`src/bctc_pkg.sv`:
```
// constants, state type and behaviour summary for bus cycle termination
// How it works
// - bus monitor raises bus error on timeout
// - halt with ack: finish, stop, resume later
// - bus error without halt: end, take exception
// - bus error with halt: end, rerun later
// - sample terminations at state N and N+2
// - exception only when bus error without halt
// - bus error latched at cycle close, deferred
// - bus error: no data, prefetch loads ones
// - handler first instruction clears error latch
// - double fault in three listed cases
// - many errors in one instruction, one exception
// - double fault stops, drives halt, grants bus
// - errors after handler start stay ordinary
// - retry: strobes off, wait, rerun same cycle
// - retries repeat without any limit
// - retry with bus request: grant first, rerun
// - locked cycles retried singly, lock held
// - halted: strobes off, data floats, address held
// - no bus grant decided while lock is active; ST_GRANT then ignores lock
package bctc_pkg;
   // system clock period and bus monitor time-out
   localparam int CLK_PERIOD_NS  = 10;
   localparam int MON_TIMEOUT_NS = 640;
   localparam int MON_CYCLES     = (MON_TIMEOUT_NS + CLK_PERIOD_NS - 1)
                                   / CLK_PERIOD_NS;
   // bus widths
   localparam int ADDR_W = 24;
   localparam int DATA_W = 16;
   localparam int FC_W   = 3;
   localparam int SIZ_W  = 2;
   // value latched on an errored prefetch (precharged bus)
   localparam logic [DATA_W-1:0] PREFETCH_ONES = 16'hFFFF;
   // bit positions in the synchronised pin vector
   localparam int SY_BR   = 0;
   localparam int SY_HALT = 1;
   localparam int SY_BUS_ERROR_IN = 2;
   localparam int SY_AUTOVECTOR_ACK = 3;
   localparam int SY_ACK0 = 4;
   localparam int SY_ACK1 = 5;
   localparam int SY_DATA = 6;
   localparam int SY_W    = SY_DATA + DATA_W;
   // bus controller states
   typedef enum logic [2:0] {
      ST_IDLE,
      ST_ADDR,
      ST_SAMP,
      ST_EVAL,
      ST_HALT,
      ST_RETRY,
      ST_GRANT,
      ST_DFAULT
   } bctc_state_e;
endpackage : bctc_pkg

```
`src/bctc_sync.sv`:
```
// two flip-flop synchroniser for a vector of pin inputs
`timescale 1ns/1ps
`default_nettype none
module bctc_sync #(
   parameter int W = 8
) (
   input  wire logic         i_core_clk,
   input  wire logic         i_rstn,
   input  wire logic         i_ce,
   input  wire logic [W-1:0] i_async,
   output logic      [W-1:0] o_sync
);
   // first stage is read only by the second stage
   logic [W-1:0] meta_reg;

   // both stages freeze with the clock enable; reset to all ones
   // because every control pin is active low
   always_ff @(posedge i_core_clk or negedge i_rstn) begin
      if (!i_rstn) begin
         meta_reg <= {W{1'b1}};
         o_sync   <= {W{1'b1}};
      end else if (i_ce) begin
         meta_reg <= i_async;
         o_sync   <= meta_reg;
      end
   end
endmodule : bctc_sync
`default_nettype wire

```
`src/bctc_ctrl.sv`:
```
// bus cycle termination and bus exception controller
`timescale 1ns/1ps
`default_nettype none
module bctc_ctrl #(
   parameter logic [15:0] P_MON_CYCLES = 16'(bctc_pkg::MON_CYCLES)
) (
   input  wire logic                        i_core_clk,
   input  wire logic                        i_rstn,
   input  wire logic                        i_ce,
   // core side
   input  wire logic                        i_cyc_start,
   input  wire logic [bctc_pkg::ADDR_W-1:0] i_cyc_addr,
   input  wire logic [bctc_pkg::FC_W-1:0]   i_cyc_fc,
   input  wire logic [bctc_pkg::SIZ_W-1:0]  i_cyc_siz,
   input  wire logic                        i_cyc_rd,
   input  wire logic [bctc_pkg::DATA_W-1:0] i_cyc_wdata,
   input  wire logic                        i_cyc_prefetch,
   input  wire logic                        i_cyc_locked,
   input  wire logic                        i_monitor_en,
   input  wire logic                        i_insn_end,
   input  wire logic                        i_insn_first,
   input  wire logic                        i_handler_first,
   input  wire logic                        i_rte_frame,
   // pins; strobes, acks, error, halt, request, lock and grant are active low
   input  wire logic [1:0]                  i_data_size_ack_n,
   input  wire logic                        i_autovector_ack_n,
   input  wire logic                        i_bus_error_in_n,
   input  wire logic                        i_halt_n,
   input  wire logic                        i_bus_request_n,
   input  wire logic [bctc_pkg::DATA_W-1:0] i_data_in,
   output logic                             o_address_strobe_n,
   output logic                             o_data_strobe_n,
   output logic      [bctc_pkg::ADDR_W-1:0] o_addr,
   output logic      [bctc_pkg::FC_W-1:0]   o_fc,
   output logic      [bctc_pkg::SIZ_W-1:0]  o_siz,
   output logic                             o_rw,
   output logic      [bctc_pkg::DATA_W-1:0] o_data_out,
   output logic                             o_data_oe,
   output logic                             o_locked_rmw_n,
   output logic                             o_bus_grant_n,
   output logic                             o_halt_o,
   output logic                             o_halt_oe,
   // status back to the core
   output logic                             o_cyc_busy,
   output logic                             o_cyc_done,
   output logic                             o_cyc_bus_error_in,
   output logic      [bctc_pkg::DATA_W-1:0] o_cyc_rdata,
   output logic                             o_bus_error_in_latched,
   output logic                             o_bus_error_in_exc,
   output logic                             o_double_fault
);
   // synchronised pin vector and its decoded, active high view
   logic [bctc_pkg::SY_W-1:0] sy;
   logic ack_s;                   // size ack or autovector ack
   logic bus_error_in_pin_s;              // external bus error
   logic halt_s;                  // external halt
   logic br_s;                    // external bus request
   logic bus_error_in_any;                // external or monitor bus error

   // controller state and per-cycle bookkeeping
   bctc_pkg::bctc_state_e state_reg;
   logic [15:0] mon_cnt_reg;      // cycles spent waiting for an end
   logic        mon_bus_error_in_reg;     // monitor raised bus error
   logic        rerun_reg;        // a rerun is owed after the grant
   logic        exc_taken_reg;    // exception started, handler not yet
   logic        after_reset_reg;  // no instruction run since reset

   // outcome decode at the second sample
   logic term_retry;
   logic term_bus_error_in;
   logic term_halt;
   logic dfault_now;

   // all pins pass two flops; data rides along with the controls so
   // that it lines up with the acknowledge it belongs to
   bctc_sync #(
      .W (bctc_pkg::SY_W)
   ) u_sync (
      .i_core_clk (i_core_clk),
      .i_rstn     (i_rstn),
      .i_ce       (i_ce),
      .i_async    ({i_data_in, i_data_size_ack_n, i_autovector_ack_n,
                    i_bus_error_in_n, i_halt_n, i_bus_request_n}),
      .o_sync     (sy)
   );

   // a normal end needs either size ack line or the autovector ack
   assign ack_s      = !sy[bctc_pkg::SY_ACK0] || !sy[bctc_pkg::SY_ACK1]
                       || !sy[bctc_pkg::SY_AUTOVECTOR_ACK];
   assign bus_error_in_pin_s = !sy[bctc_pkg::SY_BUS_ERROR_IN];
   assign halt_s     = !sy[bctc_pkg::SY_HALT];
   assign br_s       = !sy[bctc_pkg::SY_BR];
   assign bus_error_in_any   = bus_error_in_pin_s || mon_bus_error_in_reg;

   // classification at N+2: error with halt reruns, error alone ends
   // with an exception, halt alone finishes and then stops
   assign term_retry = (state_reg == bctc_pkg::ST_EVAL) && bus_error_in_any
                       && halt_s;
   assign term_bus_error_in  = (state_reg == bctc_pkg::ST_EVAL) && bus_error_in_any
                       && !halt_s;
   assign term_halt  = (state_reg == bctc_pkg::ST_EVAL) && !bus_error_in_any
                       && halt_s;
   // an error before the handler starts, before the first instruction
   // after reset, or while restoring an error frame is fatal
   assign dfault_now = term_bus_error_in && (exc_taken_reg || after_reset_reg
                       || i_rte_frame);

   // a bus request may be granted only when no lock is held
   function automatic logic grant_ok(input logic br, input logic lk);
      grant_ok = br && !lk;
   endfunction : grant_ok

   // main bus controller
   always_ff @(posedge i_core_clk or negedge i_rstn) begin
      if (!i_rstn) begin
         state_reg <= bctc_pkg::ST_IDLE;
         rerun_reg <= 1'b0;
      end else if (i_ce) begin
         case (state_reg)
            bctc_pkg::ST_IDLE: begin
               // arbitration first, so an owner gets the bus between
               // cycles; a start arriving then is ignored
               if (grant_ok(br_s, !o_locked_rmw_n)) begin
                  state_reg <= bctc_pkg::ST_GRANT;
               end else if (i_cyc_start) begin
                  state_reg <= bctc_pkg::ST_ADDR;
               end
            end
            // strobes are out; the first even state follows
            bctc_pkg::ST_ADDR: state_reg <= bctc_pkg::ST_SAMP;
            bctc_pkg::ST_SAMP: begin
               // sample at state N: any acknowledge or error starts
               // the two-state classification window
               if (ack_s || bus_error_in_any) begin
                  state_reg <= bctc_pkg::ST_EVAL;
               end
            end
            bctc_pkg::ST_EVAL: begin
               if (term_retry) begin
                  // with a bus request the bus goes out first
                  if (grant_ok(br_s, !o_locked_rmw_n)) begin
                     state_reg <= bctc_pkg::ST_GRANT;
                     rerun_reg <= 1'b1;
                  end else begin
                     state_reg <= bctc_pkg::ST_RETRY;
                  end
               end else if (dfault_now) begin
                  state_reg <= bctc_pkg::ST_DFAULT;
               end else if (term_halt) begin
                  state_reg <= bctc_pkg::ST_HALT;
               end else begin
                  state_reg <= bctc_pkg::ST_IDLE;
               end
            end
            bctc_pkg::ST_HALT: begin
               // arbitration is still honoured while halted
               if (grant_ok(br_s, !o_locked_rmw_n)) begin
                  state_reg <= bctc_pkg::ST_GRANT;
               end else if (!halt_s) begin
                  state_reg <= bctc_pkg::ST_IDLE;
               end
            end
            bctc_pkg::ST_RETRY: begin
               // rerun once both error and halt are gone; no limit
               // on how often this loop is taken
               if (!bus_error_in_pin_s && !halt_s) begin
                  state_reg <= bctc_pkg::ST_ADDR;
               end
            end
            bctc_pkg::ST_GRANT: begin
               if (!br_s) begin
                  state_reg <= rerun_reg ? bctc_pkg::ST_RETRY
                                         : bctc_pkg::ST_IDLE;
                  rerun_reg <= 1'b0;
               end
            end
            // only reset leaves the double fault state
            bctc_pkg::ST_DFAULT: state_reg <= bctc_pkg::ST_DFAULT;
            default: state_reg <= bctc_pkg::ST_IDLE;
         endcase
      end
   end

   // bus monitor: counts the wait for an end and, on time-out, stands
   // in for an external bus error until the next cycle starts
   always_ff @(posedge i_core_clk or negedge i_rstn) begin
      if (!i_rstn) begin
         mon_cnt_reg  <= 16'h0000;
         mon_bus_error_in_reg <= 1'b0;
      end else if (i_ce) begin
         if (state_reg == bctc_pkg::ST_ADDR) begin
            mon_cnt_reg  <= 16'h0000;
            mon_bus_error_in_reg <= 1'b0;
         end else if (state_reg == bctc_pkg::ST_SAMP && i_monitor_en
                      && !mon_bus_error_in_reg) begin
            mon_cnt_reg <= mon_cnt_reg + 16'h0001;
            if (mon_cnt_reg == P_MON_CYCLES - 16'h0001) begin
               mon_bus_error_in_reg <= 1'b1;
            end
         end
      end
   end

   // address, attributes and write data: loaded only at a new start,
   // so a halt or a rerun sees exactly the previous cycle
   always_ff @(posedge i_core_clk or negedge i_rstn) begin
      if (!i_rstn) begin
         o_addr     <= '0;
         o_fc       <= '0;
         o_siz      <= '0;
         o_rw       <= 1'b1;
         o_data_out <= '0;
      end else if (i_ce && state_reg == bctc_pkg::ST_IDLE && i_cyc_start
                   && !grant_ok(br_s, !o_locked_rmw_n)) begin
         o_addr     <= i_cyc_addr;
         o_fc       <= i_cyc_fc;
         o_siz      <= i_cyc_siz;
         o_rw       <= i_cyc_rd;
         o_data_out <= i_cyc_wdata;
      end
   end

   // strobes and data drive: on from the address state until the
   // second sample, off in every waiting state
   always_ff @(posedge i_core_clk or negedge i_rstn) begin
      if (!i_rstn) begin
         o_address_strobe_n <= 1'b1;
         o_data_strobe_n    <= 1'b1;
         o_data_oe          <= 1'b0;
      end else if (i_ce) begin
         if ((state_reg == bctc_pkg::ST_IDLE && i_cyc_start
              && !grant_ok(br_s, !o_locked_rmw_n))
             || (state_reg == bctc_pkg::ST_RETRY && !bus_error_in_pin_s
                 && !halt_s)) begin
            o_address_strobe_n <= 1'b0;
            o_data_strobe_n    <= 1'b0;
            o_data_oe          <= (state_reg == bctc_pkg::ST_IDLE)
                                  ? !i_cyc_rd : !o_rw;
         end else if (state_reg == bctc_pkg::ST_EVAL) begin
            // every outcome ends the cycle; data bus floats
            o_address_strobe_n <= 1'b1;
            o_data_strobe_n    <= 1'b1;
            o_data_oe          <= 1'b0;
         end
      end
   end

   // lock follows the core but is never dropped in a rerun window
   always_ff @(posedge i_core_clk or negedge i_rstn) begin
      if (!i_rstn) begin
         o_locked_rmw_n <= 1'b1;
      end else if (i_ce) begin
         if (i_cyc_locked) begin
            o_locked_rmw_n <= 1'b0;
         end else if (state_reg == bctc_pkg::ST_IDLE) begin
            o_locked_rmw_n <= 1'b1;
         end
      end
   end

   // bus grant, also while stopped on a double fault; the lock keeps
   // the grant back so a locked sequence is never split
   always_ff @(posedge i_core_clk or negedge i_rstn) begin
      if (!i_rstn) begin
         o_bus_grant_n <= 1'b1;
      end else if (i_ce) begin
         if (state_reg == bctc_pkg::ST_DFAULT) begin
            o_bus_grant_n <= !grant_ok(br_s, !o_locked_rmw_n);
         end else if (state_reg == bctc_pkg::ST_GRANT) begin
            o_bus_grant_n <= !br_s;
         end else begin
            o_bus_grant_n <= 1'b1;
         end
      end
   end

   // completion toward the core; a retry reports nothing until the
   // rerun itself ends
   always_ff @(posedge i_core_clk or negedge i_rstn) begin
      if (!i_rstn) begin
         o_cyc_done  <= 1'b0;
         o_cyc_bus_error_in  <= 1'b0;
         o_cyc_rdata <= '0;
         o_cyc_busy  <= 1'b0;
      end else if (i_ce) begin
         o_cyc_done <= (state_reg == bctc_pkg::ST_EVAL) && !term_retry;
         o_cyc_bus_error_in <= term_bus_error_in;
         o_cyc_busy <= !(state_reg == bctc_pkg::ST_IDLE && !i_cyc_start)
                       || grant_ok(br_s, !o_locked_rmw_n);
         if (term_bus_error_in) begin
            // no capture on an error; a prefetch gets the precharge
            if (i_cyc_prefetch) begin
               o_cyc_rdata <= bctc_pkg::PREFETCH_ONES;
            end
         end else if (state_reg == bctc_pkg::ST_EVAL && !term_retry
                      && o_rw) begin
            o_cyc_rdata <= sy[bctc_pkg::SY_DATA +: bctc_pkg::DATA_W];
         end
      end
   end

   // error latch and exception bookkeeping; a new error in the same
   // cycle as the handler's first instruction wins over the clear
   always_ff @(posedge i_core_clk or negedge i_rstn) begin
      if (!i_rstn) begin
         o_bus_error_in_latched  <= 1'b0;
         o_bus_error_in_exc      <= 1'b0;
         exc_taken_reg   <= 1'b0;
         after_reset_reg <= 1'b1;
      end else if (i_ce) begin
         if (term_bus_error_in) begin
            o_bus_error_in_latched <= 1'b1;
         end else if (i_handler_first) begin
            o_bus_error_in_latched <= 1'b0;
         end
         // one exception per instruction boundary, however many
         // errors the instruction collected
         o_bus_error_in_exc <= i_insn_end && o_bus_error_in_latched
                       && !exc_taken_reg;
         if (i_insn_end && o_bus_error_in_latched && !exc_taken_reg) begin
            exc_taken_reg <= 1'b1;
         end else if (i_handler_first) begin
            exc_taken_reg <= 1'b0;
         end
         if (i_insn_first) begin
            after_reset_reg <= 1'b0;
         end
      end
   end

   // double fault: stop and pull the halt line low until reset
   always_ff @(posedge i_core_clk or negedge i_rstn) begin
      if (!i_rstn) begin
         o_double_fault <= 1'b0;
         o_halt_oe      <= 1'b0;
         o_halt_o       <= 1'b0;
      end else if (i_ce) begin
         o_halt_o <= 1'b0;
         if (dfault_now) begin
            o_double_fault <= 1'b1;
            o_halt_oe      <= 1'b1;
         end
      end
   end
endmodule : bctc_ctrl
`default_nettype wire

```
`config.mk`:
```
export PLATFORM = sky130hd
export DESIGN_NAME = bctc_ctrl
export DESIGN_NICKNAME = d
export VERILOG_FILES = /design/src/bctc_pkg.sv /design/src/bctc_sync.sv /design/src/bctc_ctrl.sv
export SDC_FILE = /design/constraint.sdc
export NUM_CORES = 1
export LEC_CHECK = 0
export BUFFER_PORTS_ARGS = -buffer_cell sky130_fd_sc_hd__buf_2
export CAP_MARGIN = 30
export CELL_PAD_IN_SITES_DETAIL_PLACEMENT = 0
export CELL_PAD_IN_SITES_GLOBAL_PLACEMENT = 1
export CORE_ASPECT_RATIO = 1.1
export CORE_MARGIN = 5
export CORE_UTILIZATION = 46
export CTS_CLUSTER_SIZE = 8
export DETAILED_ROUTE_END_ITERATION = 6
export PLACE_DENSITY_LB_ADDON = 0.1
export SETUP_SLACK_MARGIN = 0.02
export SYNTH_ARGS = -nofsm -noshare
export SYNTH_HDL_FRONTEND = slang
export SYNTH_HIERARCHICAL = 1
export SYNTH_SLANG_ARGS = --single-unit
```
`constraint.sdc`:
```
create_clock -name i_core_clk -period 4.43 [get_ports i_core_clk]
set_input_delay 0.2215 -clock i_core_clk [delete_from_list [all_inputs] [get_ports i_core_clk]]
set_output_delay 0.2215 -clock i_core_clk [all_outputs]
set_load 0.05 [all_outputs]
```
== Word-level counts from Yosys, hierarchy flattened ==
Cells that the tools add are included.
Word-level totals
  register bits after elaboration: 139
  bits of input ports: 79
  output and inout bits: 75
  logic and storage cells: 143
Cells by class
  $add $sub $neg: 1
  equal/unequal tests: 16
  mux-type cells: 37
  reductions and logical operators: 65
Operators with widths (count)
  2-to-1 mux 16 bit: 5
  2-to-1 mux 3 bit: 11
  case mux 3 bit (8 select lines): 1
  logical AND 1 bit: 22
  2-to-1 mux 1 bit: 18
  adder 16 x 1 -> 16 bit (second input constant): 1
  == test 16 x 6 -> 1 bit (second input constant): 1
  nonzero test 2 bit: 8
  logical NOT 1 bit: 15
  AND reduction 2 bit: 7
  == test 3 bit (second input constant): 4
  inequality test 2 bit (second input constant): 5
  logical OR 1 bit: 8
  == test 3 x 2 -> 1 bit (second input constant): 2
  AND reduction 3 bit: 2
  AND reduction 6 bit: 1
  AND reduction 5 bit: 1
  == test 3 x 1 -> 1 bit (second input constant): 1
  logical NOT 3 bit: 1
  inequality test 3 x 2 -> 1 bit (second input constant): 1
  inequality test 3 bit (second input constant): 1
  2-to-1 mux 2 bit: 1
  inequality test 2 x 1 -> 1 bit (second input constant): 1
  case mux 1 bit (2 select lines): 1

== Logic depth before layout (Yosys ltp) ==
Gate-level depths: netlist (run 1).
  depth in word-level cells: 9
  depth in mapped cells: 6
  mapped depth without buffers: 5

== By module ==
Netlist (run 1), hierarchy kept.
Modules (own cells, without submodules)
  bctc_ctrl: instances 1, cells an instance 333, area each 4296.6 um2, seq. area each 2383.5 um2
  bctc_sync: instances 1, cells an instance 93, area each 1893.1 um2, seq. area each 1156.1 um2

== Least setup slack after synthesis (run 1) ==
No wires, ideal clock.
  kind: flip-flop to flip-flop
  from: register o_locked_rmw_n
  to: register state_reg[0]
  library setup time: 125 ps
  data arrival time: 1703 ps
  data required time: 4305 ps
  path slack: 2603 ps
  stages on the path, launching flop included: 6
  buffers on the path: 0
  cell sequence: dfstp_2 -> nor2b_1 -> o21ai_0 -> a211oi_1 -> nand3_1 -> mux2_2
Between the ends
  word-level cells in the longest chain between the ends: 4
Ends and longest elaborated chain
  start: declaration: RTL line bctc_ctrl.sv:39  | output logic o_locked_rmw_n,
  start signal: assignment: RTL line bctc_ctrl.sv:251  | o_locked_rmw_n <= 1'b1;
  start signal: assignment: RTL line bctc_ctrl.sv:254  | o_locked_rmw_n <= 1'b0;
  start signal: assignment: RTL line bctc_ctrl.sv:256  | o_locked_rmw_n <= 1'b1;
  logical AND 1 bit *: RTL line bctc_ctrl.sv:110  | grant_ok = br && !lk;
  2-to-1 mux 2 bit: RTL line bctc_ctrl.sv:141  | if (grant_ok(br_s, !o_locked_rmw_n)) begin
  2-to-1 mux 3 bit: RTL line bctc_ctrl.sv:139  | if (term_retry) begin
  case mux 3 bit (8 select lines): RTL line bctc_ctrl.sv:119  | case (state_reg)
  end signal: assignment: RTL line bctc_ctrl.sv:124  | state_reg <= bctc_pkg::ST_GRANT;
  end signal: assignment: RTL line bctc_ctrl.sv:142  | state_reg <= bctc_pkg::ST_GRANT;
  end signal: assignment: RTL line bctc_ctrl.sv:145  | state_reg <= bctc_pkg::ST_RETRY;
  end: declaration: RTL line bctc_ctrl.sv:61  | bctc_pkg::bctc_state_e state_reg;
Every way passes the cells marked *; elsewhere a longest branch is shown, timed or not.
A chain may end at the register's enable or synchronous reset.

== Worst setup path in the final report (run 1) ==
  from: register state_reg[0]
  to: register o_data_out[14] in the netlist's numbering
Between the ends
  word-level cells in the longest chain between the ends: 4
Ends and longest elaborated chain
  start signal: assignment: RTL line bctc_ctrl.sv:116  | state_reg <= bctc_pkg::ST_IDLE;
  start signal: assignment: RTL line bctc_ctrl.sv:124
  start signal: assignment: RTL line bctc_ctrl.sv:126  | state_reg <= bctc_pkg::ST_ADDR;
  logical NOT 3 bit: RTL line bctc_ctrl.sv:213  | end else if (i_ce && state_reg == bctc_pkg::ST_IDLE && i_cyc_start
  logical AND 1 bit (2 in a row): RTL line bctc_ctrl.sv:213
  logical AND 1 bit: RTL line bctc_ctrl.sv:214  | && !grant_ok(br_s, !o_locked_rmw_n)) begin
  end signal: assignment: RTL line bctc_ctrl.sv:219  | o_data_out <= i_cyc_wdata;
  end: declaration: RTL line bctc_ctrl.sv:37  | output logic [bctc_pkg::DATA_W-1:0] o_data_out,
No other way between the ends.

==> results.py, run 1 <==
metrics = {
    "sta": {
        "maxSlewHeadroom": 0.391,
        "finalHoldViolations": 0,
        "finClkSkew_ps": 9.40,
        "rsz0062_at_grt": "false",
        "worst_pin_slew_ps": 913,
        "max_freq_mhz": 411,
        "tns_ps": 0,
        "fin_crit_sh": 0.549,
        "fin_crit_ps": 2430,
        "slew_violations": 0,
        "setup_viol_count_final": 0,
    },
    "route": {
        "viasPerCell": 5.23,
        "drt_iter0_drc": 204,
        "final_antenna_net_count": 0,
        "vias": 3945,
        "firstDrtPassIters": 4,
        "drc": 0,
        "wl_per_cell_um": 17.5,
        "drt-total-wl_mm": 13.2,
    },
    "floorplanning": {
        "core_um2": 13200,
        "std_cell_rows": 44,
        "die_x_um": 121,
        "die-area_um2": 15900,
        "die_y_um": 132,
        "start_util": 0.468,
        "io-pin-count": 154,
    },
    "synth": {
        "ys_ff_latch": 139,
        "synth_flop_cell": "dfrtp_1",
        "ys_top_cells_by_count": "90 x dfrtp_1, 80 x mux2_4, 49 x dfstp_2, 22 x nand2_1, 17 x nor2_1",
        "synth_top_area_cell": "dfrtp_1",
        "synth_area_leaders": "dfrtp_1 36%, dfstp_2 21%, mux2_4 19%, mux2_2 2.4%, o22a_1 2.3%",
        "netlist_area_um2": 6190,
        "synth_edf_count": 0,
        "synth.avg_cell_area_um2": 14.5,
        "yosys_warnings": 6,
        "synth_async_sr_flop_share": 1.00,
        "yosysMostFrequentCell": "dfrtp_1",
        "synth_cell_types": 54,
        "synth_top_area_frac": 0.364,
        "synth_nets": 506,
        "syn_inst": 426,
        "synth.yosys.seq_area_share": 0.572,
    },
    "global_routing": {
        "first_global_vias": 4259,
        "grt_max_degree": 106,
        "grt_pass1_wl_mm": 22.2,
        "grt_overflow_total": 0,
        "antenna_found_initial": 0,
        "track_usage": 0.177,
    },
    "finish": {
        "drive_gt1_frac": 0.564,
        "num-nets-final": 661,
        "design_area_um2": 7600,
        "fin_cells": 755,
        "largest_reg_flops": 24,
        "area_growth_pct": 22.9,
        "antennaDiodeCount": 0,
    },
    "critical_path": {
        "worstPathRequired_ps": 4720,
        "r2r_end": "o_data_out[14]",
        "crit_fanout": 46,
        "critPathTopFamily": "simple AND/OR/NAND/NOR gates",
        "slowest_stage": "nand3_4",
        "regToRegStartpoint": "state_reg[0]",
        "rrSetupSlack_ps": 2000,
        "setup.worst_path.end": "o_data_out[14]",
        "timing.critical_path.buf_inv": 0,
        "slowest_delay_ps": 640,
        "cp.depth": 4,
        "arrival_ps": 2720,
        "r2r_cells": 4,
        "crit_start": "state_reg[0]",
        "crit_chain": "nor3_4 > and2_2 > nand3_4 > mux2_4",
        "critPathKind": "flop to flop",
        "cp-end-kind": "flop",
        "start_kind": "flop",
    },
    "pwr": {
        "vdd_ir_drop_max_mv": 0.554,
        "powerDensity_nw_per_um2": 758,
        "p_leak_nw": 3.66,
    },
    "place": {
        "gp_congestion": 0.847,
        "place_area_um2": 6970,
        "port_buffers": 152,
        "hpwl_mm": 9.05,
        "placed_cells": 720,
    },
    "job": {
        "drv_cap": 0,
    },
    "clock_tree": {
        "cts.path.max_buffers": 2,
        "clkSinkCount": 139,
        "clk_pin_slew_ps": 60,
        "htree_num_levels": 4,
        "cts_inserted_buffers": 17,
        "cts_tree": "yes",
        "root_buffer": "clkbuf_16",
        "clock_latency_ps": 410,
    },
    "run_status": {
        "status": "complete, no violations",
    },
    "hold_path": {
        "hp-class": "primary input to flop",
        "min_from": "i_cyc_fc[2]",
    },
}
[power breakdown]
part,switching (W),internal (W)
sequential,0.000280,0.00170
clock,0.000530,0.000904
combinational,0.00160,0.000754
[what timing repair did]
| item | CTS | global route |
|---|---|---|
| resized for setup | 0 | 0 |
| buffers inserted | 0 | 0 |
| hold buffers | 3 | 0 |
| hold endpoints to repair | 58 | 0 |
| endpoints found under the setup margin | 0 | 0 |
[metrics by stage]
stage / power [W] / setup WS [ps] / hold slack, ps / util
2_1_floorplan: 0.00382 / 2600 / -74.1 / -
3_3_place_gp: 0.00433 / 2080 / 363 / 0.527
5_1_grt: 0.00605 / 1790 / 14.2 / 0.576
6_report: 0.00577 / 2000 / 36.7 / 0.576
3_5_place_dp: 0.00436 / 1990 / 372 / 0.527
4_1_cts: 0.00583 / 1980 / 14.8 / 0.576
[kinds of logic (layout without fill, tap and decap cells)]
kind of cell	after synthesis	in the layout	synth area share
flip-flops	139	139	0.572
multiplexers	95	95	0.221
buffers and inverters	27	195	0.0382
AND/OR/NAND/NOR	94	94	0.0863
XOR/XNOR	11	11	0.0156
other	1	1	0.000606
AO/OA/AOI/OAI	58	58	0.0645
adder cells (fa/ha/maj)	1	1	0.00202
[how the worst min path moves through the flow]
stage / cells after the start / end / slack, ps
2_1_floorplan: 0 / exc_taken_reg / -70
3_3_place_gp: 2 / o_locked_rmw_n / 360
3_5_place_dp: 2 / o_locked_rmw_n / 370
4_1_cts: 2 / o_fc[2] / 10
5_1_grt: 2 / o_data_out[2] / 10
6_report: 2 / o_fc[2] / 40
[placed cells by master (no fill, tap or decap), types with 8 or more instances in the layout]
cell and n:
buf_2 150, nand2_1 22, clkbuf_16 17, mux2_4 80
xnor2_1 8, dfstp_2 49, mux2_2 13, a21oi_1 13
nand3_1 8, o22a_1 16, nor2_1 17, o21ai_0 11
dfrtp_1 90, nor3_1 8
[per-layer routing]
layer / vias to the layer above / part of all wire / GRT usage
met1: 1972 / 0.44 / 0.228
met3: 19 / 0.068 / 0.0636
li1: 1831 / - / -
met4: 0 / 0.017 / 0.0611
met5: - / 0 / 0
met2: 123 / 0.48 / 0.276
[layout make-up]
class	count	area (um2)
Fill cell	1115	5610
Sequential cell	139	3540
Multi-Input combinational cell	260	2410
Timing Repair Buffer	158	822
Clock buffer	23	498
Tap cell	161	201
Clock inverter	9	111
Inverter	5	18.8
No activity file was read; power rests on OpenSTA's default activity.
==> inputs of run 2 (changes only) <==
--- a/config.mk
+++ b/config.mk
@@ -11,7 +11,7 @@
 export CELL_PAD_IN_SITES_GLOBAL_PLACEMENT = 1
 export CORE_ASPECT_RATIO = 1.1
 export CORE_MARGIN = 5
-export CORE_UTILIZATION = 46
+export CORE_UTILIZATION = 39
 export CTS_CLUSTER_SIZE = 8
 export DETAILED_ROUTE_END_ITERATION = 6
 export PLACE_DENSITY_LB_ADDON = 0.1
==> constraint.sdc (replaced) <==
create_clock -name i_core_clk -period 1.98 [get_ports i_core_clk]
set_input_delay 0.099 -clock i_core_clk [delete_from_list [all_inputs] [get_ports i_core_clk]]
set_output_delay 0.099 -clock i_core_clk [all_outputs]
set_load 0.05 [all_outputs]
==> run 2 against run 1 <==
Utilization fell by 2.8 points. Combinational power grew 140%. Cell area rose by 12%. First-iteration DRC count is 19% lower. Highest routed layer unchanged. Non-clock buffer count up 88. Critical path depth grew 1. Final cell count grew 17%. Register-to-register slack worse by 1900 ps.
==> results.py, run 2 (synthesized netlist as in run 1, its figures left out) <==
metrics = {
    "run_status": {
        "status": "complete, no violations",
    },
    "sta": {
        "fin_hold_ws_ps": 69.4,
        "setup_viol_count_final": 0,
        "tns_ps": 0,
        "slew_violations": 0,
        "rsz0062_at_grt": "false",
        "setup_ws_ps": 143,
        "max_freq_mhz": 544,
        "fin_crit_ps": 1840,
        "maxSlewHeadroom": 0.581,
        "worst_pin_slew_ps": 628,
        "fin_crit_sh": 0.928,
        "finalHoldViolations": 0,
        "finClkSkew_ps": 23.6,
    },
    "pwr": {
        "switching_share": 0.421,
        "p_seq_frac": 0.331,
        "internal-power_w": 0.00764,
        "p_sw_w": 0.00554,
        "powerDensity_nw_per_um2": 1540,
        "p_leak_nw": 4.08,
        "power_frac_comb": 0.430,
        "p_clk_frac": 0.240,
        "vdd_ir_drop_max_mv": 0.851,
    },
    "finish": {
        "num-nets-final": 749,
        "fin_util": 0.547,
        "final_cell_mix": "150 x buf_2, 90 x dfrtp_1, 80 x mux2_4",
        "area_growth_pct": 38.1,
        "final_common_cell": "buf_2",
        "seqCellArea_um2": 3540,
        "largest_reg_flops": 24,
        "antennaDiodeCount": 0,
        "drive_gt1_frac": 0.516,
        "design_area_um2": 8550,
        "multi_input_area_um2": 2420,
        "fill_cells": 1354,
    },
    "floorplanning": {
        "start_util": 0.396,
        "die_x_um": 130,
        "io-pin-count": 154,
        "std_cell_rows": 48,
        "die-area_um2": 18500,
        "core_um2": 15600,
        "die_y_um": 142,
    },
    "critical_path": {
        "crit_fanout": 10,
        "critPathKind": "flop to flop",
        "worstPathRequired_ps": 2320,
        "arrival_ps": 2180,
        "start_kind": "flop",
        "cp-end-kind": "flop",
    },
    "route": {
        "vias": 4308,
        "firstDrtPassIters": 4,
        "drt_iter0_drc": 165,
        "viasPerCell": 4.88,
        "wl_per_cell_um": 17.1,
        "drt-total-wl_mm": 15.1,
        "drc": 0,
        "final_antenna_net_count": 0,
    },
    "place": {
        "place_area_um2": 7200,
        "gp_congestion": 0.802,
        "place_ws_ps": 154,
        "port_buffers": 152,
        "hpwl_mm": 10.4,
    },
    "clock_tree": {
        "clk_pin_slew_ps": 60,
        "cts.path.max_buffers": 2,
        "clock_latency_ps": 420,
        "htree_num_levels": 4,
        "root_buffer": "clkbuf_16",
        "clkSinkCount": 139,
        "cts_inserted_buffers": 17,
        "cts_tree": "yes",
    },
    "hold_path": {
        "hp-class": "primary input to flop",
    },
    "global_routing": {
        "grt_pass1_wl_mm": 24.0,
        "antenna_found_initial": 0,
        "track_usage": 0.166,
        "grt_overflow_total": 0,
        "grt_max_degree": 52,
        "first_global_vias": 4587,
    },
    "job": {
        "drv_cap": 0,
    },
}
run 2: power groups by stage:
stage	registers [W]	clock network [W]	logic, W
after detailed placement	0.00438	0	0.00556
after floorplan	0.00671	0	0.00183
after global placement	0.00437	0	0.00550
after CTS	0.00436	0.00325	0.00570
final	0.00436	0.00316	0.00566
after global routing	0.00447	0.00337	0.00593
run 2: path summary, 6_finish.rpt:
path	slack (ps)	endpoint	start	depth (start not counted)
worst max-delay path	140	mon_cnt_reg[13]	state_reg[1]	5
worst min-delay path	70	o_data_strobe_n	i_ce	3
worst max register to register	140	mon_cnt_reg[13]	state_reg[1]	5
worst min register to register	480	o_cyc_rdata[12]	o_cyc_rdata[12]	1
max in group asynchronous	1100	u_sync/o_sync[4]	i_rstn	3
min in group asynchronous	190	o_bus_error_in_exc	i_rstn	2
run 2: layer usage:
metal  vias up  track usage  wire, um
met3        23       0.0469       631
met4         0       0.0640       357
li1       2022            -         -
met5         -            0         0
met1      2175        0.207      6380
met2        88        0.274      7680
run 2: what timing repair did:
item / CTS / global route
setup endpoints to repair: 0 / 2
buffers inserted: 0 / 0
hold buffers: 75 / 0
hold endpoints to repair: 118 / 0
gates resized for setup: 0 / 1
run 2: area by class of cell:
class | count | share of cell area
Inverter | 5 | 0.00220
Sequential cell | 139 | 0.414
Clock buffer | 19 | 0.0531
Clock inverter | 13 | 0.0163
Timing Repair Buffer | 246 | 0.202
Tap cell | 200 | 0.0293
Multi-Input combinational cell | 260 | 0.283
run 2: stage by stage:
| step | std cells | power, W |
|---|---|---|
| 4_1_cts | 882 | 0.0133 |
| 3_3_place_gp | 775 | 0.00988 |
| 5_1_grt | 882 | 0.0138 |
| 3_5_place_dp | 775 | 0.00994 |
| 2_1_floorplan | 426 | 0.00854 |
| 6_report | 882 | 0.0132 |
run 2: critical path, stage by stage (launching register included):
cell	delay, ps
dfrtp_1	400
buf_4	180
and2b_1	350
o2111ai_2	300
or3_1	380
a21oi_1	160
